`config.mk`:
```
export PLATFORM = sky130hd
export DESIGN_NAME = can_buf_ctrl
export DESIGN_NICKNAME = d
export VERILOG_FILES = /design/src/common/can_buf_pkg.sv /design/src/design/can_buf_ctrl.sv /design/src/design/id_word_codec.sv
export SDC_FILE = /design/constraint.sdc
export NUM_CORES = 1
export LEC_CHECK = 0
export ABC_AREA = 0
export BUFFER_PORTS_ARGS = -buffer_cell sky130_fd_sc_hd__buf_2
export CAP_MARGIN = 40
export CORE_ASPECT_RATIO = 1.75
export CORE_MARGIN = 10
export CORE_UTILIZATION = 50
export CTS_BUF_LIST = sky130_fd_sc_hd__clkbuf_8
export DETAILED_ROUTE_END_ITERATION = 10
export GPL_ROUTABILITY_DRIVEN = 0
export PLACE_DENSITY_LB_ADDON = 0.3
export SLEW_MARGIN = 0
export SYNTH_ARGS = -nofsm -noshare
export SYNTH_HDL_FRONTEND = slang
export SYNTH_SLANG_ARGS = --single-unit
```
`constraint.sdc`:
```
create_clock -name clk -period 10 [get_ports clk]
set_input_delay 2 -clock clk [delete_from_list [all_inputs] [get_ports clk]]
set_output_delay 2 -clock clk [all_outputs]
set_load 0.01 [all_outputs]
```
`src/common/can_buf_pkg.sv`:
```
// Constants, field layouts and types for the CAN buffer status and transmit control block
package can_buf_pkg;

   // Register byte addresses
   localparam logic [7:0] ADDR_MASK_EID   = 8'h00;
   localparam logic [7:0] ADDR_FULL_LO    = 8'h04;
   localparam logic [7:0] ADDR_FULL_HI    = 8'h08;
   localparam logic [7:0] ADDR_OVF_LO     = 8'h0C;
   localparam logic [7:0] ADDR_OVF_HI     = 8'h10;
   localparam logic [7:0] ADDR_CTRL_BASE  = 8'h14;
   localparam logic [7:0] ADDR_CTRL_LAST  = 8'h20;

   // Reset values
   localparam logic [15:0] RST_MASK_EID   = 16'h0000;
   localparam logic [31:0] RST_FLAGS      = 32'h0000_0000;
   localparam logic [7:0]  RST_CTRL       = 8'h00;

   // Control byte layout
   localparam int CTRL_DIR   = 7;
   localparam int CTRL_ABT   = 6;
   localparam int CTRL_LARB  = 5;
   localparam int CTRL_ERR   = 4;
   localparam int CTRL_REQ   = 3;
   localparam int CTRL_RTREN = 2;
   localparam int CTRL_PRI_H = 1;
   localparam int CTRL_PRI_L = 0;
   localparam logic [7:0] CTRL_SW_MASK = 8'h8F;

   // Identifier word layout
   localparam int SID_LSB = 2;
   localparam int SID_MSB = 12;
   localparam int SRR_BIT = 1;
   localparam int IDE_BIT = 0;
   localparam int EID_MSB = 11;

   // Decoded register selector
   typedef enum logic [3:0] {
      SEL_MASK = 4'h0,
      SEL_FULL_LO = 4'h1,
      SEL_FULL_HI = 4'h2,
      SEL_OVF_LO = 4'h3,
      SEL_OVF_HI = 4'h4,
      SEL_CTRL = 4'h5,
      SEL_NONE = 4'hF
   } reg_sel_t;

   // Outcome reported by the protocol engine
   typedef enum logic [1:0] {
      TX_OK = 2'h0,
      TX_ABORTED = 2'h1,
      TX_LOST_ARB = 2'h2,
      TX_BUS_ERR = 2'h3
   } tx_result_t;

   localparam logic [1:0] RESP_OKAY   = 2'h0;
   localparam logic [1:0] RESP_SLVERR = 2'h2;

endpackage

```
`src/design/can_buf_ctrl.sv`:
```
// CAN buffer status flags, pair control registers and AXI4-Lite register slave
//
// Our own choices: the register offsets and the AXI4-Lite interface to the registers.
module can_buf_ctrl
   import can_buf_pkg::*;
#(
   parameter int NUM_TX = 8
)
(
   // Clock and reset
   input  wire logic        clk,
   input  wire logic        rstn,
   // AXI4-Lite write address
   input  wire logic [7:0]  s_axi_awaddr,
   input  wire logic        s_axi_awvalid,
   output logic             s_axi_awready,
   // AXI4-Lite write data
   input  wire logic [31:0] s_axi_wdata,
   input  wire logic [3:0]  s_axi_wstrb,
   input  wire logic        s_axi_wvalid,
   output logic             s_axi_wready,
   // AXI4-Lite write response
   output logic [1:0]       s_axi_bresp,
   output logic             s_axi_bvalid,
   input  wire logic        s_axi_bready,
   // AXI4-Lite read address
   input  wire logic [7:0]  s_axi_araddr,
   input  wire logic        s_axi_arvalid,
   output logic             s_axi_arready,
   // AXI4-Lite read data
   output logic [31:0]      s_axi_rdata,
   output logic [1:0]       s_axi_rresp,
   output logic             s_axi_rvalid,
   input  wire logic        s_axi_rready,
   // Receive events from protocol engine
   input  wire logic        rx_store_valid,
   input  wire logic [4:0]  rx_store_buf,
   input  wire logic        rx_remote_valid,
   input  wire logic [2:0]  rx_remote_buf,
   // Transmit outcome from protocol engine
   input  wire logic        tx_result_valid,
   input  wire logic [2:0]  tx_result_buf,
   input  wire logic [1:0]  tx_result_code,
   // Transmit selection to protocol engine
   output logic             tx_select_valid,
   output logic [2:0]       tx_select_buf,
   output logic [7:0]       tx_abort_request,
   output logic [7:0]       buffer_direction_select,
   // Identifier words for DMA RAM and filtering
   input  wire logic [10:0] frame_sid,
   input  wire logic        frame_srr,
   input  wire logic        frame_ide,
   input  wire logic [17:0] frame_eid,
   input  wire logic [15:0] filter_eid,
   output logic [15:0]      dma_sid_word,
   output logic [15:0]      dma_eid_word,
   output logic             ext_id_match,
   output logic [15:0]      mask_extended_id_low
);

   typedef struct packed {
      logic [15:0]      mask_eid;
      logic [31:0]      rx_full;
      logic [31:0]      rx_ovf;
      logic [7:0][7:0]  ctrl;
      logic [7:0]       abort_pending;
      logic             aw_held;
      logic [7:0]       aw_addr;
      logic             w_held;
      logic [15:0]      w_data;
      logic [1:0]       w_strb;
      logic             bvalid;
      logic [1:0]       bresp;
      logic             rvalid;
      logic [1:0]       rresp;
      logic [15:0]      rdata;
      logic             sel_valid;
      logic [2:0]       sel_buf;
      logic [15:0]      sid_word;
      logic [15:0]      eid_word;
      logic             match;
   } state_t;

   state_t st;
   state_t next_st;

   logic [15:0] codec_sid;
   logic [15:0] codec_eid;
   logic        codec_match;

   // Map a byte address to a register selector
   function automatic reg_sel_t decode(input logic [7:0] addr);
      reg_sel_t sel;
      sel = SEL_NONE;
      if (addr[1:0] == 2'h0)
      begin
         if (addr == ADDR_MASK_EID)
            sel = SEL_MASK;
         else if (addr == ADDR_FULL_LO)
            sel = SEL_FULL_LO;
         else if (addr == ADDR_FULL_HI)
            sel = SEL_FULL_HI;
         else if (addr == ADDR_OVF_LO)
            sel = SEL_OVF_LO;
         else if (addr == ADDR_OVF_HI)
            sel = SEL_OVF_HI;
         else if (addr >= ADDR_CTRL_BASE && addr <= ADDR_CTRL_LAST)
            sel = SEL_CTRL;
      end
      return sel;
   endfunction

   // Pair index of a control register address
   function automatic logic [1:0] pair_of(input logic [7:0] addr);
      logic [7:0] diff;
      diff = addr - ADDR_CTRL_BASE;
      return diff[3:2];
   endfunction

   // Bits software clears: a bit written with zero in an enabled byte
   function automatic logic [15:0] clear_bits(input logic [15:0] data,
                                              input logic [1:0]  strb);
      logic [15:0] lanes;
      lanes = {{8{strb[1]}}, {8{strb[0]}}};
      return ~data & lanes;
   endfunction

   id_word_codec u_codec (
      .frame_sid  (frame_sid),
      .frame_srr  (frame_srr),
      .frame_ide  (frame_ide),
      .frame_eid  (frame_eid),
      .filter_eid (filter_eid),
      .mask_eid   (st.mask_eid),
      .sid_word   (codec_sid),
      .eid_word   (codec_eid),
      .eid_match  (codec_match)
   );

   always_comb
   begin
      logic        do_write;
      reg_sel_t    wsel;
      reg_sel_t    rsel;
      logic [1:0]  wpair;
      logic [1:0]  rpair;
      logic [15:0] clr;
      logic [31:0] full_clr;
      logic [31:0] ovf_clr;
      logic [31:0] full_set;
      logic [31:0] ovf_set;
      logic [7:0]  old_b;
      logic [7:0]  wb;
      logic [1:0]  best_pri;
      logic [3:0]  idx;
      next_st = st;
      do_write = 1'b0;
      wsel = SEL_NONE;
      rsel = SEL_NONE;
      wpair = 2'h0;
      rpair = 2'h0;
      clr = 16'h0000;
      full_clr = 32'h0000_0000;
      ovf_clr = 32'h0000_0000;
      full_set = 32'h0000_0000;
      ovf_set = 32'h0000_0000;
      old_b = 8'h00;
      wb = 8'h00;
      best_pri = 2'h0;
      idx = 4'h0;

      // Address and data accepted in either order
      if (s_axi_awvalid && s_axi_awready)
      begin
         next_st.aw_held = 1'b1;
         next_st.aw_addr = s_axi_awaddr;
      end
      if (s_axi_wvalid && s_axi_wready)
      begin
         next_st.w_held = 1'b1;
         next_st.w_data = s_axi_wdata[15:0];
         next_st.w_strb = s_axi_wstrb[1:0];
      end
      if (st.bvalid && s_axi_bready)
         next_st.bvalid = 1'b0;

      if (st.aw_held && st.w_held)
      begin
         do_write = 1'b1;
         wsel = decode(st.aw_addr);
         wpair = pair_of(st.aw_addr);
         clr = clear_bits(st.w_data, st.w_strb);
         next_st.aw_held = 1'b0;
         next_st.w_held = 1'b0;
         next_st.bvalid = 1'b1;
         next_st.bresp = (wsel == SEL_NONE) ? RESP_SLVERR : RESP_OKAY;
      end

      // Software clears on flag registers; writing one keeps the flag
      if (do_write)
      begin
         unique case (wsel)
            SEL_MASK:
            begin
               if (st.w_strb[0])
                  next_st.mask_eid[7:0] = st.w_data[7:0];
               if (st.w_strb[1])
                  next_st.mask_eid[15:8] = st.w_data[15:8];
            end
            SEL_FULL_LO:
               full_clr[15:0] = clr;
            SEL_FULL_HI:
               full_clr[31:16] = clr;
            SEL_OVF_LO:
               ovf_clr[15:0] = clr;
            SEL_OVF_HI:
               ovf_clr[31:16] = clr;
            SEL_CTRL:
            begin
               // low lane even buffer, high lane odd buffer
               for (int lane = 0; lane < 2; lane++)
               begin
                  if (st.w_strb[lane])
                  begin
                     idx = {1'b0, wpair, 1'b0} + 4'(lane);
                     old_b = st.ctrl[idx[2:0]];
                     wb = st.w_data[lane*8 +: 8];
                     next_st.ctrl[idx[2:0]] = (old_b & ~CTRL_SW_MASK) | (wb & CTRL_SW_MASK);
                     // zero over a set request means abort
                     if (old_b[CTRL_REQ] && !wb[CTRL_REQ])
                        next_st.abort_pending[idx[2:0]] = 1'b1;
                     if (!old_b[CTRL_REQ] && wb[CTRL_REQ])
                     begin
                        next_st.ctrl[idx[2:0]][CTRL_ABT] = 1'b0;
                        next_st.ctrl[idx[2:0]][CTRL_LARB] = 1'b0;
                        next_st.ctrl[idx[2:0]][CTRL_ERR] = 1'b0;
                        next_st.abort_pending[idx[2:0]] = 1'b0;
                     end
                  end
               end
            end
            SEL_NONE:
            begin
            end
            default:
            begin
            end
         endcase
      end

      // store into a full buffer overflows it
      if (rx_store_valid)
      begin
         if (st.rx_full[rx_store_buf])
            ovf_set[rx_store_buf] = 1'b1;
         else
            full_set[rx_store_buf] = 1'b1;
      end
      // one bit per buffer across two halves
      // hardware set wins over software clear
      next_st.rx_full = (st.rx_full & ~full_clr) | full_set;
      // overflow only ever cleared by software
      next_st.rx_ovf = (st.rx_ovf & ~ovf_clr) | ovf_set;

      // remote frame raises request only when enabled
      if (rx_remote_valid && st.ctrl[rx_remote_buf][CTRL_RTREN]
          && !next_st.ctrl[rx_remote_buf][CTRL_REQ])
      begin
         next_st.ctrl[rx_remote_buf][CTRL_REQ] = 1'b1;
         // flags cleared with the new request
         next_st.ctrl[rx_remote_buf][CTRL_ABT] = 1'b0;
         next_st.ctrl[rx_remote_buf][CTRL_LARB] = 1'b0;
         next_st.ctrl[rx_remote_buf][CTRL_ERR] = 1'b0;
      end

      // Engine outcome; a retry keeps the request standing
      if (tx_result_valid)
      begin
         unique case (tx_result_t'(tx_result_code))
            TX_OK:
            begin
               next_st.ctrl[tx_result_buf][CTRL_REQ] = 1'b0;
               next_st.ctrl[tx_result_buf][CTRL_ABT] = 1'b0;
               next_st.abort_pending[tx_result_buf] = 1'b0;
            end
            TX_ABORTED:
            begin
               next_st.ctrl[tx_result_buf][CTRL_ABT] = 1'b1;
               next_st.abort_pending[tx_result_buf] = 1'b0;
            end
            TX_LOST_ARB:
               next_st.ctrl[tx_result_buf][CTRL_LARB] = 1'b1;
            TX_BUS_ERR:
               next_st.ctrl[tx_result_buf][CTRL_ERR] = 1'b1;
         endcase
      end

      // highest priority pending wins, lowest index on a tie
      next_st.sel_valid = 1'b0;
      next_st.sel_buf = 3'h0;
      for (int b = 0; b < NUM_TX; b++)
      begin
         if (st.ctrl[b][CTRL_DIR] && st.ctrl[b][CTRL_REQ] && !st.abort_pending[b])
         begin
            if (!next_st.sel_valid || st.ctrl[b][CTRL_PRI_H:CTRL_PRI_L] > best_pri)
            begin
               next_st.sel_valid = 1'b1;
               next_st.sel_buf = 3'(b);
               best_pri = st.ctrl[b][CTRL_PRI_H:CTRL_PRI_L];
            end
         end
      end

      // Read channel; one read outstanding at a time
      if (st.rvalid && s_axi_rready)
         next_st.rvalid = 1'b0;
      if (s_axi_arvalid && s_axi_arready)
      begin
         rsel = decode(s_axi_araddr);
         rpair = pair_of(s_axi_araddr);
         next_st.rvalid = 1'b1;
         next_st.rresp = RESP_OKAY;
         unique case (rsel)
            SEL_MASK:
               next_st.rdata = st.mask_eid;
            SEL_FULL_LO:
               next_st.rdata = st.rx_full[15:0];
            SEL_FULL_HI:
               next_st.rdata = st.rx_full[31:16];
            SEL_OVF_LO:
               next_st.rdata = st.rx_ovf[15:0];
            SEL_OVF_HI:
               next_st.rdata = st.rx_ovf[31:16];
            SEL_CTRL:
               next_st.rdata = {st.ctrl[{rpair, 1'b1}], st.ctrl[{rpair, 1'b0}]};
            SEL_NONE:
            begin
               next_st.rdata = 16'h0000;
               next_st.rresp = RESP_SLVERR;
            end
            default:
            begin
               next_st.rdata = 16'h0000;
               next_st.rresp = RESP_SLVERR;
            end
         endcase
      end

      // identifier words leave as DMA RAM data, never mapped here
      next_st.sid_word = codec_sid;
      next_st.eid_word = codec_eid;
      next_st.match = codec_match;
   end

   always_ff @(posedge clk or negedge rstn)
   begin
      if (!rstn)
      begin
         st <= '0;
         st.mask_eid <= RST_MASK_EID;
         st.rx_full <= RST_FLAGS;
         st.rx_ovf <= RST_FLAGS;
         st.ctrl <= {8{RST_CTRL}};
      end
      else
         st <= next_st;
   end

   // Holding a response blocks new writes, so one write is in flight
   assign s_axi_awready = !st.aw_held && !st.bvalid;
   assign s_axi_wready = !st.w_held && !st.bvalid;
   assign s_axi_bvalid = st.bvalid;
   assign s_axi_bresp = st.bresp;
   assign s_axi_arready = !st.rvalid;
   assign s_axi_rvalid = st.rvalid;
   assign s_axi_rresp = st.rresp;
   assign s_axi_rdata = {16'h0000, st.rdata};

   assign tx_select_valid = st.sel_valid;
   assign tx_select_buf = st.sel_buf;
   assign tx_abort_request = st.abort_pending;
   always_comb
   begin
      for (int b = 0; b < 8; b++)
         buffer_direction_select[b] = st.ctrl[b][CTRL_DIR];
   end

   assign dma_sid_word = st.sid_word;
   assign dma_eid_word = st.eid_word;
   assign ext_id_match = st.match;
   assign mask_extended_id_low = st.mask_eid;

endmodule

```
`src/design/id_word_codec.sv`:
```
// Packing of DMA RAM identifier words and masked extended-id comparison
module id_word_codec
   import can_buf_pkg::*;
(
   // Frame identifier fields
   input  wire logic [10:0] frame_sid,
   input  wire logic        frame_srr,
   input  wire logic        frame_ide,
   input  wire logic [17:0] frame_eid,
   // Filter comparison
   input  wire logic [15:0] filter_eid,
   input  wire logic [15:0] mask_eid,
   // Results
   output logic      [15:0] sid_word,
   output logic      [15:0] eid_word,
   output logic             eid_match
);

   always_comb
   begin
      sid_word = 16'h0000;
      eid_word = 16'h0000;
      // identifier field, unused top bits zero
      sid_word[SID_MSB:SID_LSB] = frame_sid;
      sid_word[SRR_BIT] = frame_srr;
      sid_word[IDE_BIT] = frame_ide;
      eid_word[EID_MSB:0] = frame_eid[17:6];
      // masked compare on low identifier bits
      eid_match = ((frame_eid[15:0] ^ filter_eid) & mask_eid) == 16'h0000;
   end

endmodule

```
After elaboration in Yosys (flattened, before gate mapping)
Index checks and enable logic that the tools add are counted.

Input bits: 122. Output and inout bits: 110. Bits in registers: 232. Logic and storage cells: 351.

Reduce and logical (&&, ||, !) cells: 84. $lt $le $gt $ge: 23. Muxes and demuxes: 145. Bitwise operators: 46. Equality and inequality tests: 22. $add $sub $neg: 3.

Operator list (number): $and A64 B64 Y64 (11); $mux W72 (9); $not A64 Y64 (8); $demux W8 S3 (12); $or A64 B64 Y64 (4); $pmux W64 S4 (1); $mux W32 (6); $not A56 Y64 (3); $mux W4 (35); $bwmux W64 (2); $mux W8 (13); $pmux W16 S6 (1); $mux W16 (5); $bmux W8 S3 (3); $and A32 B32 Y32 (2); $demux W8 S2 (4); $mux W64 (1); $not A32 Y32 (2); $or A32 B32 Y32 (2); $bmux W8 S2 (3); $mux W7 (6); $mux W19 (2); $logic_and A1 B1 Y1 (37); $and A16 B16 Y16 (2); other kinds (46) (149).

Depth between registers and ports, before layout
Gate-level depths: netlist of the first run.

Depth after elaboration: 38. Gate-level depth with buffers: 42. Depth with buffers taken out: 42.

By module
Synthesis of the first run repeated with hierarchy kept, for this count alone.

Cells, all modules: 1268. Area total of the unflattened synthesis: 13156.4 um^2.

By module, submodules not included: can_buf_ctrl (times used 1, area an instance 12695.9 um^2, sequential area each 5930.7 um^2, cells an instance 1208); id_word_codec (times used 1, area an instance 460.4 um^2, sequential area each 0.0 um^2, cells an instance 60).

Worst setup path after synthesis of the first run
OpenSTA, ideal clock, no wires.

Kind: reg-to-reg. From: reg st, in the netlist tx_abort_request[0]. To: reg st, in the netlist tx_select_buf[2]. Buffers on the path: 0. Data arrival time: 8075 ps. Required time: 9829 ps. Period minus slack after synthesis: 8247 ps. Path slack: 1753 ps. Library setup time: 171 ps. Cell stages (with the launch flop): 39. Path through: dfrtp_1 > and3b_1 > nand2_1 > ha_1 > nor2b_1 > o21ai_1 > a211oi_1 > nor2_1 > ha_1 > nor2b_1 > o21ai_0 > a21o_1 > mux2_2 > ha_1 > nor2_1 > nand2_1 > a31oi_1 > o211ai_1 > [... 3 more ...] > a21oi_1 > or3_1 > mux2_2 > ha_1 > nor2_1 > o311ai_0 > mux2_2 > ha_1 > nand2_1 > o21ai_0 > a21o_1 > nand2_1 > o22ai_1 > a31o_2 > ha_1 > a21oi_1 > o21ai_0 > nand4_1.

RTL lines: start, declared (line can_buf_ctrl.sv:84) `state_t st;`; start signal, assigned (line can_buf_ctrl.sv:366) `st <= next_st;`.

==> metrics.md, run 1 <==
| Metric | Value |
|---|---|
| Hold wc startpoint | `s_axi_rdata[9]$_DFFE_PN0P_` |
| DR iter-0 viols | `around 960` |
| Hold Path End | `s_axi_rdata[9]$_DFFE_PN0P_` |
| Antenna violations before repair | `2` |
| FF-to-FF End | `tx_select_buf[0]$_DFF_PN0_` |
| WL final | `a little over 40000 um` |
| Dpl hpwl | `30440 um` |
| Hold path cells | `1` |
| Initial Util | `50.53%` |
| Final min period | `8886 ps` |
| Post-route ant nets | `0` |
| Clock Path Buffers | `3` |
| Final setup skew | `23.69 ps` |
| Mapped Cells | `1291` |
| Most frequent cells in the layout | `dfrtp_1, buf_2, o21ai_0, nand2_1, a21oi_1` |
| # H-tree levels | `2` |
| Final period utilization | `roughly 89%` |
| Reg2Reg Depth | `40` |
| Register area share after synthesis | `45.29%` |
| Die Area | `between 0.03 and 0.04 mm2` |
| CTS Buf Count | `35` |
| Worst Setup Start Kind | `flip-flop` |
| CTS root buf | `clkbuf_8` |
| Core ar. | `0.02515 mm2` |
| Worst min path class | `flip-flop to flip-flop` |
| Number of global-route vias before repair | `10810` |
| TritonCTS clock tree | `yes` |
| Yosys reg bits | `230` |
| # DRC | `0` |
| CP Data Arrival Time | `9310 ps` |
| Crit path largest cell delay | `470 ps` |
| Die Wd | `140.5 um` |
| Number of port buffers | `188` |
| Gr ovfl total | `0` |
| R2R Path Start | `st[98]$_DFF_PN0_` |
| Clock slew at reported path FFs | `60 ps` |
| Die Ht | `230.9 um` |
| Cts hold-fix bufs | `0` |
| Crit. End Element | `flip-flop` |
| Crit path required time | `10420 ps` |
| LEAKAGE | `6.478 nW` |
| Post-synth cell types | `68` |
| Largest net degree at the start of global routing | `134` |
| Yosys warnings | `0` |
| GR Util All Layers | `24.23%` |
| Share of cells above drive strength 1 | `approximately a quarter` |
| Total power density per cell area | `200.1 mW/mm2` |
| Outcome | `completed` |
| Total number of vias | `10500` |
| Reg-to-reg slack, setup | `1110 ps` |
| CTS sink cnt | `230` |
| Worst skew pair latency | `570 ps` |
| Endpoints failing hold | `0` |
| Row cnt | `just under 80` |
| Setup Total Neg Slack | `0 ps` |
| Commonest non-fill, non-tap cell in the layout | `dfrtp_1` |
| Number of enable flip-flop cells after synthesis | `0` |
| Post-CTS setup buffer count | `0` |
| Rel. slew slack | `30.00%` |
| Post-synth ARST share | `100.0%` |
| Worst hold margin | `471.6 ps` |
| PostCTS Resize Cnt | `0` |
| Worst-path maximum fanout | `8` |
| Cell mode on critical path | `ha_1` |
| Mean Syn Cell Area | `a little under 10 um2` |
| First-pass GRT wire length | `62280 um` |
| Slowest cell on crit path | `dfrtp_1` |
| Peak VDD IR | `0.1235 mV` |
| Initial DRT Pass Iterations | `6` |
| Area of the mapped netlist | `0.01271 mm2` |
| RSZ-0062 raised after global routing | `false` |
| Average wire per standard cell | `23.37 um` |
| F_max | `0.1125 GHz` |
| Max Slew Vio Count | `0` |
| Critical path class | `flip-flop to flip-flop` |
| Layout net count | `1536` |
| Max-cap violations | `0` |
| Avg Vias per Cell | `around 6.0` |
| Ports | `232` |
| Worst-Margin Slew | `1050 ps` |
| Synth Flop Type | `dfrtp_1` |
| Final setup fails | `0` |
| Synth-to-Final Area Change | `9.975%` |
==> layout make-up <==
| cell class | count | area (um2) |
|---|---|---|
| antenna | 2 | 5.005 |
| clock buffer | 43 | 591.8 |
| clock inverter | 20 | 121.4 |
| fill | 2346 | 11170 |
| inverter | 39 | 146.4 |
| multi-input combinational | 890 | 5929 |
| sequential | 230 | 5756 |
| tap | 316 | 395.4 |
| timing repair buffer | 199 | 1030 |
==> power breakdown <==
| part | total, mW | leakage [nW] | switching (mW) | internal [mW] |
|---|---|---|---|---|
| combinational | 0.719 | 3.43 | 0.411 | 0.308 |
| clock | 0.810 | 0.421 | 0.390 | 0.419 |
| sequential | 1.27 | 2.63 | 0.204 | 1.06 |
==> cells in the mapped netlist (21+ instances only) <==
master,instances,area (um2)
dfrtp_1,230,5756
o22ai_1,30,187.7
mux4_2,24,540.5
mux2_2,75,844.6
nor2_1,50,187.7
buf_4,104,780.8
nand2_1,148,555.5
o21ai_0,156,780.8
inv_1,37,138.9
a21oi_1,107,535.5
mux2i_1,21,210.2
clkbuf_1,48,180.2
nand2b_1,21,131.4
==> stage by stage <==
stage / instance area, um2 / setup WS (ps) / total power [mW] / std cells / util [%]
6_report: 13970 / 1114 / 2.796 / 1739 / 55.58
5_1_grt: 13970 / 387.2 / 2.925 / 1739 / 55.58
4_1_cts: 13970 / 1177 / 2.798 / 1737 / 55.56
3_5_place_dp: 13260 / 1221 / 1.987 / 1674 / 52.72
3_3_place_gp: 13250 / 1110 / 1.966 / 1673 / 52.70
2_1_floorplan: 12800 / 1753 / 1.726 / 1315 / -
==> worst max path at each step <==
stage	start	end	slack (ps)	cells after the start
after CTS	st[98]$_DFF_PN0_	tx_select_buf[0]$_DFF_PN0_	1180	40
after global placement	st[98]$_DFF_PN0_	tx_select_buf[2]$_DFF_PN0_	1110	38
after detailed placement	st[98]$_DFF_PN0_	tx_select_buf[0]$_DFF_PN0_	1220	40
after global routing	st[98]$_DFF_PN0_	tx_select_buf[0]$_DFF_PN0_	390	42
final	st[98]$_DFF_PN0_	tx_select_buf[0]$_DFF_PN0_	1110	40
after floorplan	tx_abort_request[0]$_DFF_PN0_	tx_select_buf[2]$_DFF_PN0_	1750	38
==> routing by layer <==
metal	track usage, %	vias up	routed length (um)
met3	4.563	159	2321
li1	-	4709	-
met5	0	-	0
met4	16.90	0	2937
met1	24.88	5153	13880
met2	43.15	480	21510
==> worst max-delay path, delay by kind of cell (launching register included) <==
kind | cells | cell delay, ps
AND/OR/NAND/NOR | 12 | 1640
multiplexers | 4 | 1450
AO/OA/AOI/OAI | 16 | 2970
flip-flops | 1 | 470
buffers and inverters | 1 | 250
adder cells (fa/ha/maj) | 7 | 1960
==> cell families after synthesis <==
kind of cell | synth area share (%)
fa+ha+maj | 1.871
simple gates | 12.47
compound gates | 17.84
flops | 45.29
buf+inv | 8.842
xor+xnor | 1.103
mux | 12.55
other cells | 0.02951
No activity file was read; power rests on OpenSTA's default activity.
==> run 2, diff against run 1 <==
--- a/config.mk
+++ b/config.mk
@@ -15,7 +15,9 @@
 export DETAILED_ROUTE_END_ITERATION = 10
 export GPL_ROUTABILITY_DRIVEN = 0
 export PLACE_DENSITY_LB_ADDON = 0.3
+export SKIP_CTS_REPAIR_TIMING = 1
 export SLEW_MARGIN = 0
 export SYNTH_ARGS = -nofsm -noshare
 export SYNTH_HDL_FRONTEND = slang
+export SYNTH_HIERARCHICAL = 1
 export SYNTH_SLANG_ARGS = --single-unit
==> run 2 against run 1 <==
Sequential cell count up 7. Via count fell by 1.8%. Synthesized area is 3.5% higher. Worst setup slack improved by 120 ps. Highest routed layer unchanged.
==> metrics.md, run 2 <==
| Metric | Value |
|---|---|
| Average wire per standard cell | `24.74 um (+5.9%)` |
| CTS Buf Count | `37 (+5.7%)` |
| Post-synth ARST share | `100.0% (unchanged)` |
| Post-synth cell types | `70 (+2.9%)` |
| Yosys warnings | `6 (+6)` |
| Row cnt | `78 (+1.3%)` |
| CTS root buf | `clkbuf_8` |
| Post-route ant nets | `0 (unchanged)` |
| RSZ-0062 raised after global routing | `false` |
| Pre-CTS WS | `1372 ps (+150.5 ps)` |
| Yosys reg bits | `237 (+3.0%)` |
| Clock power frac | `29.0% (about the same)` |
| Max Slew Vio Count | `0 (unchanged)` |
| Most frequent cells in the layout | `dfrtp_1, buf_2, o21ai_0, nand2_1, mux2_2` |
| Avg Vias per Cell | `6.079 (+0.67%)` |
| Final setup skew | `16.04 ps (-7.651 ps)` |
| Ports | `232 (unchanged)` |
| Number of enable flip-flop cells after synthesis | `0 (unchanged)` |
| Area of the mapped netlist | `0.01316 mm2 (+3.5%)` |
| Clock slew at reported path FFs | `70 ps (about the same)` |
| Crit. End Element | `flip-flop` |
| Total number of vias | `10320 (-1.8%)` |
| Initial DRT Pass Iterations | `6 (unchanged)` |
| Buf+Inv Stages, Crit Path | `0 (-1)` |
| Largest cells by area after synthesis | `dfrtp_1, mux2_2, buf_4, o21ai_0, mux4_2` |
| Die Wd | `142.6 um (+1.5%)` |
| Crit path max-delay family | `compound AO/OA/AOI/OAI gates` |
| Setup Total Neg Slack | `0 ps (unchanged)` |
| Critical path class | `flip-flop to flip-flop` |
| Final min period | `8762 ps (-124.1 ps)` |
| First-pass GRT wire length | `63420 um (+1.8%)` |
| Dpl hpwl | `31620 um (+3.9%)` |
| WL final | `41990 um (+3.3%)` |
| Slowest cell on crit path | `or3_4` |
| Clock Path Buffers | `3 (unchanged)` |
| Final setup fails | `0 (unchanged)` |
| Worst skew pair latency | `550 ps (-20 ps)` |
| Area share of the largest cell type after synthesis | `45.08% (-0.21 points)` |
| # H-tree levels | `2 (unchanged)` |
| Sequential Power Share | `45.4% (about the same)` |
| GR Util All Layers | `24.91% (+0.68 points)` |
| Leading cell types by count after synthesis | `dfrtp_1, buf_4, o21ai_0` |
| Synth-to-Final Area Change | `9.187%` |
| DR iter-0 viols | `1023 (+6.7%)` |
| Worst Setup Start Kind | `flip-flop` |
| Commonest non-fill, non-tap cell in the layout | `dfrtp_1` |
| Rel. slew slack | `37.16% (+7.2 points)` |
| Endpoints failing hold | `0 (unchanged)` |
| Crit path required time | `10410 ps (about the same)` |
| Share of cells above drive strength 1 | `29.80% (+3.8 points)` |
| Number of global-route vias before repair | `10840 (+0.35%)` |
| Layout net count | `1493 (-2.8%)` |
| Mapped Cells | `1268 (-1.8%)` |
| Net load switching power | `1.052 mW (+4.6%)` |
| Total power density per cell area | `204.2 mW/mm2 (+2.1%)` |
| Crit path largest cell delay | `430 ps (-40 ps)` |
| Most frequent cell after synthesis | `dfrtp_1` |
| Synth Flop Type | `dfrtp_1` |
| Peak VDD IR | `0.1750 mV (+42%)` |
| TritonCTS clock tree | `yes` |
| Antenna violations before repair | `1 (-1)` |
| Synth area leader | `dfrtp_1` |
| Die Area | `0.03346 mm2 (+3.1%)` |
| Initial Util | `50.68% (+0.14 points)` |
| Int Pwr | `1.882 mW (+5.1%)` |
| Largest net degree at the start of global routing | `104 (-22%)` |
| Final WS setup | `1238 ps (+124.1 ps)` |
| # DRC | `0 (unchanged)` |
| F_max | `0.1141 GHz (+1.4%)` |
| Number of port buffers | `195 (+3.7%)` |
| Combinational Power Share | `25.6% (about the same)` |
| Register area share after synthesis | `45.08% (-0.21 points)` |
| Switching power share of the total | `35.86% (-0.097 points)` |
| Die Ht | `234.6 um (+1.6%)` |
| Core ar. | `0.02596 mm2 (+3.2%)` |
| Gr ovfl total | `0 (unchanged)` |
| LEAKAGE | `6.224 nW (-3.9%)` |
| Outcome | `completed` |
| Worst-path maximum fanout | `8 (unchanged)` |
| CP Data Arrival Time | `9170 ps (-140 ps)` |
| Worst min path class | `flip-flop to flip-flop` |
| Post-Route Utilization | `55.34% (-0.24 points)` |
| Final period utilization | `87.62% (-1.2 points)` |
| Max-cap violations | `0 (unchanged)` |
| CTS sink cnt | `237 (+3.0%)` |
| Worst-Margin Slew | `942.6 ps (-107.5 ps)` |
| Cell mode on critical path | `ha_1` |
| Mean Syn Cell Area | `10.38 um2 (+5.4%)` |
run 2: layout make-up:
class | instances | area, um2
Timing Repair Buffer | 211 | 1194
Fill cell | 2310 | 11590
Clock inverter | 19 | 142.6
Antenna cell | 1 | 2.502
Clock buffer | 44 | 605.6
Inverter | 26 | 97.59
Sequential cell | 237 | 5931
Tap cell | 320 | 400.4
Multi-Input combinational cell | 839 | 5992
run 2: worst register-to-register path: cells and delay by family, from the launching register on:
family | cells | cell delay, ps
AOI/OAI and AO/OA | 15 | 3090
adders and majority gates | 7 | 1950
and+or+nand+nor | 12 | 1680
muxes | 4 | 1490
DFF | 1 | 410
run 2: through the flow:
step	power, mW	hold WS [ps]	std cells	instance area, um2
2_1_floorplan	1.766	451.0	1291	13240
3_3_place_gp	2.028	456.8	1625	13470
3_5_place_dp	2.083	466.2	1633	13610
4_1_cts	2.935	480.5	1696	14360
5_1_grt	3.060	500.6	1697	14370
6_report	2.934	471.9	1697	14370
run 2: path summary, 6_finish.rpt:
kind / from / endpoint / slack [ps] / cells past startpoint
max: tx_abort_request[0]$_DFF_PN0_ / tx_select_buf[0]$_DFF_PN0_ / 1240 / 38
min: s_axi_rdata[15]$_DFFE_PN0P_ / s_axi_rdata[15]$_DFFE_PN0P_ / 470 / 2
max reg2reg: tx_abort_request[0]$_DFF_PN0_ / tx_select_buf[0]$_DFF_PN0_ / 1240 / 38
min reg2reg: s_axi_rdata[15]$_DFFE_PN0P_ / s_axi_rdata[15]$_DFFE_PN0P_ / 470 / 2
max in group asynchronous: rstn / s_axi_rdata[11]$_DFFE_PN0P_ / 7450 / 3
min in group asynchronous: rstn / dma_sid_word[15]$_DFF_PN0_ / 1490 / 1
run 2: logic make-up (layout without fill, tap and decap cells):
logic type,count (synthesis),count (layout),synth area share [%]
AOI/OAI and AO/OA,313,313,15.01
xor gates and xnor gates,16,16,1.065
adders and majority gates,19,19,1.807
buffers and inverters,215,300,10.07
DFF,237,237,45.08
muxes,154,154,14.96
other,2,26,0.05708
and+or+nand+nor,312,312,11.95
run 2: routing by layer:
metal | vias up | share of wire (%) | wire length (um) | track usage [%]
met4 | 0 | 7.5 | 3148 | 18.28
li1 | 4573 | - | - | -
met3 | 166 | 6.9 | 2895 | 5.851
met1 | 5070 | 34 | 14240 | 24.87
met2 | 507 | 52 | 21700 | 44.24
met5 | - | 0 | 0 | 0
run 2: power groups by stage:
stage,Combinational [mW],Clock (mW),Sequential [mW]
6_report,0.751,0.852,1.33
5_1_grt,0.810,0.907,1.34
4_1_cts,0.747,0.866,1.32
3_5_place_dp,0.743,0,1.34
3_3_place_gp,0.694,0,1.33
2_1_floorplan,0.560,0,1.21
